--- config.mk ---
export PLATFORM = sky130hd
export DESIGN_NAME = upr_router
export DESIGN_NICKNAME = d
export VERILOG_FILES = /design/src/common/upr_pkg.sv /design/src/rtl/upr_router.sv /design/src/rtl/upr_port_lane.sv
export SDC_FILE = /design/constraint.sdc
export NUM_CORES = 1
export LEC_CHECK = 0
export ABC_AREA = 1
export BUFFER_PORTS_ARGS = -buffer_cell sky130_fd_sc_hd__buf_2
export CORE_MARGIN = 2
export CORE_UTILIZATION = 30
export CTS_CLUSTER_DIAMETER = 30
export DETAILED_ROUTE_END_ITERATION = 7
export SETUP_SLACK_MARGIN = 0.1
export SLEW_MARGIN = 20
export SYNTH_ARGS = -nofsm -noshare
export SYNTH_HDL_FRONTEND = slang
export SYNTH_SLANG_ARGS = --single-unit
--- constraint.sdc ---
create_clock -name mclk_in -period 2.8 [get_ports mclk_in]
set_clock_uncertainty 0.2 [all_clocks]
set_input_delay 0.56 -clock mclk_in [delete_from_list [all_inputs] [get_ports mclk_in]]
set_output_delay 0.56 -clock mclk_in [all_outputs]
set_load 0.05 [all_outputs]
--- src/common/upr_pkg.sv ---
// constants and types shared by the usb port ownership router
// assumes one clock domain, the host controller core clock
package upr_pkg;
  localparam int PORTS   = 4;
  localparam int LANES   = 2;
  localparam int LINE_W  = 2;
  localparam int PREG_W  = 8;
  // low nibble is the part both core kinds see; upper bits are high-speed only
  localparam logic [PREG_W-1:0] FS_VIS_MASK = 8'h0f;
  localparam logic [PREG_W-1:0] PREG_RST    = 8'h00;
  localparam logic [LINE_W-1:0] LINE_IDLE   = 2'h0;
  localparam logic              ROUTE_RST   = 1'h0;
  localparam logic [PORTS-1:0]  RELEASE_RST = 4'h0;
  localparam logic [PORTS-1:0]  OWNER_NONE  = 4'h0;
  // line rates: low 1.5 Mbit/s, full 12 Mbit/s, high 480 Mbit/s
  typedef enum logic [1:0] {SPD_LOW, SPD_FULL, SPD_HIGH} upr_speed_e;
endpackage

--- src/rtl/upr_router.sv ---
// usb port ownership router: four downstream ports shared between two
// full-speed host cores and one high-speed host core
// assumes all cores and transceivers run on mclk_in; the hs core holds the
// route enable and four release bits and presents their writes as strobes
//
// How it works
// - ports 1,3 to fs core 0; 2,4 core 1
// - hs core bits decide each port's owner
// - reset gives every port to fs cores
// - fs writes ignored on hs owned ports
// - hs only port bits hidden from fs
// - fs owned port runs 12 or 1.5 Mbit/s
// - hs owned port runs 480 Mbit/s
`timescale 1ns/1ps
`default_nettype none
module upr_router #(
  parameter int PORTS = upr_pkg::PORTS,
  parameter int LANES = upr_pkg::LANES,
  parameter int W     = upr_pkg::PREG_W,
  parameter int L     = upr_pkg::LINE_W
) (
  input  wire logic                      mclk_in,
  input  wire logic                      rst_n_in,
  // ownership bits written by the hs core (global route enable, per port
  // release back to the fs cores)
  input  wire logic                      hs_route_wr_in,
  input  wire logic                      hs_route_in,
  input  wire logic [PORTS-1:0]          hs_release_wr_in,
  input  wire logic [PORTS-1:0]          hs_release_in,
  // hs core port register and line access, indexed by physical port
  input  wire logic [PORTS-1:0]          hs_wr_in,
  input  wire logic [W-1:0]              hs_wdata_in,
  input  wire logic [PORTS-1:0]          hs_tx_en_in,
  input  wire logic [PORTS-1:0][L-1:0]   hs_tx_dat_in,
  output logic      [PORTS-1:0][W-1:0]   hs_rdata_out,
  output logic      [PORTS-1:0][L-1:0]   hs_rx_out,
  // fs core 0, lane 0 is port 1 and lane 1 is port 3
  input  wire logic [LANES-1:0]          fs0_wr_in,
  input  wire logic [W-1:0]              fs0_wdata_in,
  input  wire logic [LANES-1:0]          fs0_ls_in,
  input  wire logic [LANES-1:0]          fs0_tx_en_in,
  input  wire logic [LANES-1:0][L-1:0]   fs0_tx_dat_in,
  output logic      [LANES-1:0][W-1:0]   fs0_rdata_out,
  output logic      [LANES-1:0][L-1:0]   fs0_rx_out,
  // fs core 1, lane 0 is port 2 and lane 1 is port 4
  input  wire logic [LANES-1:0]          fs1_wr_in,
  input  wire logic [W-1:0]              fs1_wdata_in,
  input  wire logic [LANES-1:0]          fs1_ls_in,
  input  wire logic [LANES-1:0]          fs1_tx_en_in,
  input  wire logic [LANES-1:0][L-1:0]   fs1_tx_dat_in,
  output logic      [LANES-1:0][W-1:0]   fs1_rdata_out,
  output logic      [LANES-1:0][L-1:0]   fs1_rx_out,
  // transceiver side, indexed by physical port
  input  wire logic [PORTS-1:0][L-1:0]   xcvr_rx_in,
  output logic      [PORTS-1:0]          xcvr_tx_en_out,
  output logic      [PORTS-1:0][L-1:0]   xcvr_tx_dat_out,
  output var upr_pkg::upr_speed_e [PORTS-1:0] xcvr_speed_out,
  output logic      [PORTS-1:0]          hs_owns_out
);
  typedef struct packed {
    logic             route_en;
    logic [PORTS-1:0] release_bits;
    logic [PORTS-1:0] owner_hs;
  } upr_route_s;

  upr_route_s st;
  upr_route_s next_st;

  // owner is registered so every lane switches on the same edge and no
  // lane ever sees a half-updated pair of ownership bits
  always_comb begin
    next_st = st;
    if (hs_route_wr_in) begin
      next_st.route_en = hs_route_in;
    end
    for (int p = 0; p < PORTS; p++) begin
      if (hs_release_wr_in[p]) begin
        next_st.release_bits[p] = hs_release_in[p];
      end
    end
    // with routing off every port falls back to its fs core
    next_st.owner_hs = {PORTS{next_st.route_en}} &
                       ~next_st.release_bits;
  end

  always_ff @(posedge mclk_in or negedge rst_n_in) begin
    if (!rst_n_in) begin
      st.route_en     <= upr_pkg::ROUTE_RST;
      st.release_bits <= upr_pkg::RELEASE_RST[PORTS-1:0];
      st.owner_hs     <= upr_pkg::OWNER_NONE[PORTS-1:0];
    end else begin
      st <= next_st;
    end
  end

  assign hs_owns_out = st.owner_hs;

  // fixed fs wiring: even physical index to core 0, odd to core 1,
  // lane within the core is index / 2
  genvar p;
  generate
    for (p = 0; p < PORTS; p++) begin : g_port
      logic          fs_ls;
      logic          fs_wr;
      logic [W-1:0]  fs_wdata;
      logic          fs_tx_en;
      logic [L-1:0]  fs_tx_dat;
      logic [W-1:0]  fs_rdata;
      logic [L-1:0]  fs_rx;

      if ((p % 2) == 0) begin : g_core0
        assign fs_ls     = fs0_ls_in[p/2];
        assign fs_wr     = fs0_wr_in[p/2];
        assign fs_wdata  = fs0_wdata_in;
        assign fs_tx_en  = fs0_tx_en_in[p/2];
        assign fs_tx_dat = fs0_tx_dat_in[p/2];
        assign fs0_rdata_out[p/2] = fs_rdata;
        assign fs0_rx_out[p/2]    = fs_rx;
      end else begin : g_core1
        assign fs_ls     = fs1_ls_in[p/2];
        assign fs_wr     = fs1_wr_in[p/2];
        assign fs_wdata  = fs1_wdata_in;
        assign fs_tx_en  = fs1_tx_en_in[p/2];
        assign fs_tx_dat = fs1_tx_dat_in[p/2];
        assign fs1_rdata_out[p/2] = fs_rdata;
        assign fs1_rx_out[p/2]    = fs_rx;
      end

      upr_port_lane #(
        .W (W),
        .L (L)
      ) u_lane (
        .mclk_in         (mclk_in),
        .rst_n_in        (rst_n_in),
        .hs_own_in       (st.owner_hs[p]),
        .fs_ls_in        (fs_ls),
        .fs_wr_in        (fs_wr),
        .fs_wdata_in     (fs_wdata),
        .hs_wr_in        (hs_wr_in[p]),
        .hs_wdata_in     (hs_wdata_in),
        .fs_tx_en_in     (fs_tx_en),
        .fs_tx_dat_in    (fs_tx_dat),
        .hs_tx_en_in     (hs_tx_en_in[p]),
        .hs_tx_dat_in    (hs_tx_dat_in[p]),
        .xcvr_rx_in      (xcvr_rx_in[p]),
        .xcvr_tx_en_out  (xcvr_tx_en_out[p]),
        .xcvr_tx_dat_out (xcvr_tx_dat_out[p]),
        .xcvr_speed_out  (xcvr_speed_out[p]),
        .fs_rdata_out    (fs_rdata),
        .hs_rdata_out    (hs_rdata_out[p]),
        .fs_rx_out       (fs_rx),
        .hs_rx_out       (hs_rx_out[p])
      );
    end
  endgenerate
endmodule
`default_nettype wire

--- src/rtl/upr_port_lane.sv ---
// one physical downstream port: register, transceiver mux, speed select
// assumes hs_own_in comes from a flop in the router and all inputs are
// synchronous to mclk_in
`timescale 1ns/1ps
`default_nettype none
module upr_port_lane #(
  parameter int W = upr_pkg::PREG_W,
  parameter int L = upr_pkg::LINE_W
) (
  input  wire logic          mclk_in,
  input  wire logic          rst_n_in,
  input  wire logic          hs_own_in,
  input  wire logic          fs_ls_in,
  input  wire logic          fs_wr_in,
  input  wire logic [W-1:0]  fs_wdata_in,
  input  wire logic          hs_wr_in,
  input  wire logic [W-1:0]  hs_wdata_in,
  input  wire logic          fs_tx_en_in,
  input  wire logic [L-1:0]  fs_tx_dat_in,
  input  wire logic          hs_tx_en_in,
  input  wire logic [L-1:0]  hs_tx_dat_in,
  input  wire logic [L-1:0]  xcvr_rx_in,
  output logic               xcvr_tx_en_out,
  output logic [L-1:0]       xcvr_tx_dat_out,
  output var upr_pkg::upr_speed_e xcvr_speed_out,
  output logic [W-1:0]       fs_rdata_out,
  output logic [W-1:0]       hs_rdata_out,
  output logic [L-1:0]       fs_rx_out,
  output logic [L-1:0]       hs_rx_out
);
  typedef struct packed {
    logic [W-1:0]        preg;
    logic                tx_en;
    logic [L-1:0]        tx_dat;
    upr_pkg::upr_speed_e speed;
    logic [L-1:0]        rx_fs;
    logic [L-1:0]        rx_hs;
  } upr_lane_s;

  upr_lane_s st;
  upr_lane_s next_st;

  always_comb begin
    next_st = st;
    // the non-owner's writes are dropped; fs may only touch shared bits
    if (hs_own_in) begin
      if (hs_wr_in) begin
        next_st.preg = hs_wdata_in;
      end
    end else if (fs_wr_in) begin
      next_st.preg = (st.preg & ~upr_pkg::FS_VIS_MASK[W-1:0]) |
                     (fs_wdata_in & upr_pkg::FS_VIS_MASK[W-1:0]);
    end
    // the non-owner sees quiet lines so it cannot mistake the other's traffic
    if (hs_own_in) begin
      next_st.tx_en  = hs_tx_en_in;
      next_st.tx_dat = hs_tx_dat_in;
      next_st.speed  = upr_pkg::SPD_HIGH;
      next_st.rx_hs  = xcvr_rx_in;
      next_st.rx_fs  = upr_pkg::LINE_IDLE[L-1:0];
    end else begin
      next_st.tx_en  = fs_tx_en_in;
      next_st.tx_dat = fs_tx_dat_in;
      next_st.speed  = fs_ls_in ? upr_pkg::SPD_LOW : upr_pkg::SPD_FULL;
      next_st.rx_fs  = xcvr_rx_in;
      next_st.rx_hs  = upr_pkg::LINE_IDLE[L-1:0];
    end
  end

  always_ff @(posedge mclk_in or negedge rst_n_in) begin
    if (!rst_n_in) begin
      st.preg   <= upr_pkg::PREG_RST[W-1:0];
      st.tx_en  <= 1'b0;
      st.tx_dat <= upr_pkg::LINE_IDLE[L-1:0];
      st.speed  <= upr_pkg::SPD_FULL;
      st.rx_fs  <= upr_pkg::LINE_IDLE[L-1:0];
      st.rx_hs  <= upr_pkg::LINE_IDLE[L-1:0];
    end else begin
      st <= next_st;
    end
  end

  assign xcvr_tx_en_out  = st.tx_en;
  assign xcvr_tx_dat_out = st.tx_dat;
  assign xcvr_speed_out  = st.speed;
  assign fs_rdata_out    = st.preg & upr_pkg::FS_VIS_MASK[W-1:0];
  assign hs_rdata_out    = st.preg;
  assign fs_rx_out       = st.rx_fs;
  assign hs_rx_out       = st.rx_hs;
endmodule
`default_nettype wire

==> results by group <==
Yosys
  • Post-synth cell types: 16
  • Synth area leader: dfrtp_1
  • Synth Register Bits: 77
  • YS warnings: 0
  • Syn Inst Count: 366
  • Yosys top cell area share: 0.553
  • Top cells by area, synth: dfrtp_1 55%, nand2_1 17%, buf_4 10%
  • Sequential fraction of the synthesis area: 0.585
  • Mapped Avg Cell Area: 9.02 um2
  • Synth Cell Area: approximately 3300 um2

Die
  • Core area: 10800 um2
  • Initial cell density of the core: 0.306
  • Chip Width: roughly 110 um
  • Die area: around 12000 um2
  • Die Ht: between 100 and 150 um
  • I/O Pins: ~180
  • Site row count: 38

Timing
  • Setup_tns: 0 ns
  • Final min period: between 1.5 and 2 ns
  • Final Max Slew Viols: 0
  • Period utilization: 0.707
  • Unrepaired setup endpoints after global routing: false
  • Headroom to the max-slew limit: 0.537
  • Hold Fails Final Rpt: 0
  • FMAX: 506 MHz
  • Setup violations, final: 0
  • Worst-Margin Slew: 0.687 ns
  • Worst setup margin: 0.822 ns

Detailed routing
  • Drc violations: 0
  • WL/cell: 12.4 um
  • Met3 WL: 573 um
  • Top Layer Used: met4
  • Vias per Instance: around 4
  • M1 WL: 3500 um
  • DR pass1 iterations: 4
  • Metal2 WL: 3870 um
  • Vias: 2678
  • Routed Antenna Nets: 0
  • Final WL: 8080 um
  • 1st-iter DRT viols: 82

Cells and area
  • Register area: 1930 um2
  • Fin nets: roughly 600
  • Layout cell share with drive strength beyond 1: 0.389
  • Area delta synth->final: 28.1%
  • Fillers: 1152
  • Design area: 4230 um2
  • ANT cells: 0
  • Multi-input logic area: approximately 950 um2

Critical path
  • Critical Path RT: ~2.0 ns
  • Slowest-stage cell, CP: dfrtp_1
  • Setup Crit Path Kind: register to output pin
  • Worst path max stage delay: about 0.33 ns
  • CP Data Arrival Time: 1.22 ns
  • R2R Setup Slk: 1.30 ns
  • R2R Path Start: hs_owns_out[1]$_DFF_PN0_
  • CP Launch Type: register
  • Top delay family on crit path: buffers and inverters
  • Cell count along the critical path: 2
  • Crit path cell chain: buf_4 > buf_2
  • Reg2reg end: g_port[1].u_lane.hs_rdata_out[3]$_DFFE_PN0P_
  • CP endpoint kind: output pin
  • Bufs and invs on worst path: 2
  • Max Fanout on Critical Path: 16
  • Reg2reg path depth: 5

Power
  • Worst VDD drop: ~0.00038 V
  • PD cells: between 800 and 900 nW/um2
  • Pleak: 2.55 nW
  • Final Power: 0.00363 W

CTS
  • Cts repair resizes: 0
  • CTS Hold Buffers Added: 0
  • Clock transition at path regs: 0.08 ns
  • CTS max path bufs: 2
  • TritonCTS Sinks: 77
  • Worst-skew pair later-pin latency: 0.35 ns
  • CTS tree: built
  • CTS Root Cell: clkbuf_8
  • CTS buffer count: 9
  • # H-tree levels: 3
  • Setup bufs post-CTS: 0

GRT
  • Antenna violations before repair: 0
  • Largest net degree at the start of global routing: 52
  • GRT Total Usage: 0.138
  • Remaining global-route overflow: 0
  • Number of global-route vias before repair: 2466
  • First-pass GRT wire length: 12200 um

Job
  • Number of max-cap violations: 0

Placed design
  • Port buffer count: 159
  • Gpl congestion: 0.733
  • Dpl cell area: 4010 um2
  • Place WS: 1.11 ns
  • Post-detail-place hpwl: 6190 um

Outcome
  • Outcome: finished, final reports clean

Worst hold path
  • Worst Hold Class: input port to asynchronous set/reset pin
## kinds of logic after synthesis
| group | count (synthesis) | synth area share |
|---|---|---|
| other | 1 | 0.00114 |
| and+or+nand+nor | 189 | 0.233 |
| DFF | 77 | 0.585 |
| AOI/OAI and AO/OA | 21 | 0.0364 |
| buffers and inverters | 78 | 0.144 |
## routing by layer
metal,up-vias,track usage
met3,12,0.0353
met2,107,0.219
met5,-,0
met1,1219,0.176
li1,1340,-
met4,0,0.0632
## registers in the layout, summed over array words and instances, names as in the netlist
register,flops
g_port.u_lane.hs_rdata_out,32
g_port.u_lane.xcvr_speed_out,8
g_port.u_lane.xcvr_tx_dat_out,8
g_port.u_lane.fs_rx_out,8
g_port.u_lane.xcvr_tx_en_out,4
g_port.u_lane.hs_rx_out,8
st,5
hs_owns_out,4
## metrics by stage
stage	hold slack (ns)	instances	utilization
after global placement	0.264	638	0.372
after floorplan	0.0644	381	-
after detailed placement	0.267	638	0.372
after global routing	0.0661	654	0.392
final	0.0263	654	0.392
after CTS	0.0421	654	0.392
## cell type report
| type | count | area share |
|---|---|---|
| Timing Repair Buffer | 165 | 0.199 |
| Inverter | 30 | 0.0266 |
| Clock buffer | 10 | 0.0302 |
| Clock inverter | 6 | 0.0207 |
| Multi-Input combinational cell | 226 | 0.225 |
| Tap cell | 140 | 0.0414 |
| Sequential cell | 77 | 0.457 |
## synthesized netlist by cell type
cell type,count
conb_1,1
buf_2,2
dfrtp_1,73
nand2_1,149
o21ai_2,4
inv_2,4
nand2_2,4
nor2_1,16
buf_4,44
buf_6,2
o21ai_0,5
dfstp_2,4
nand3_1,16
inv_1,26
o21ai_1,12
nand2_4,4
## worst max-delay path by stage
stage	startpoint	to
CTS	hs_owns_out[3]$_DFF_PN0_	hs_owns_out[3]
global route	hs_owns_out[3]$_DFF_PN0_	hs_owns_out[3]
finish	hs_owns_out[3]$_DFF_PN0_	hs_owns_out[3]
global placement	hs_route_wr_in	hs_owns_out[3]$_DFF_PN0_
detailed placement	hs_route_wr_in	hs_owns_out[3]$_DFF_PN0_
floorplan	g_port[0].u_lane.hs_rdata_out[0]$_DFFE_PN0P_	hs_rdata_out[0]
## cell usage in the layout (no fill, tap or decap), types with 4 or more instances in the layout
| master | count |
|---|---|
| dfrtp_1 | 73 |
| buf_4 | 7 |
| nand2_4 | 4 |
| dfstp_2 | 4 |
| buf_2 | 158 |
| inv_2 | 4 |
| clkbuf_8 | 9 |
| o21ai_2 | 4 |
| o21ai_0 | 5 |
| o21ai_1 | 12 |
| conb_1 | 16 |
| nand2_1 | 149 |
| nor2_1 | 16 |
| inv_1 | 26 |
| nand3_1 | 16 |
| nand2_2 | 4 |
## power by group
group	internal, W	total, W	leakage, nW	switching [W]
clock	0.000502	0.000918	0.110	0.000415
combinational	0.000272	0.00136	1.49	0.00108
sequential	0.00127	0.00136	0.947	0.0000821
total	0.00205	0.00363	2.55	0.00158
Note: power is estimated with default switching activity, not from simulation.
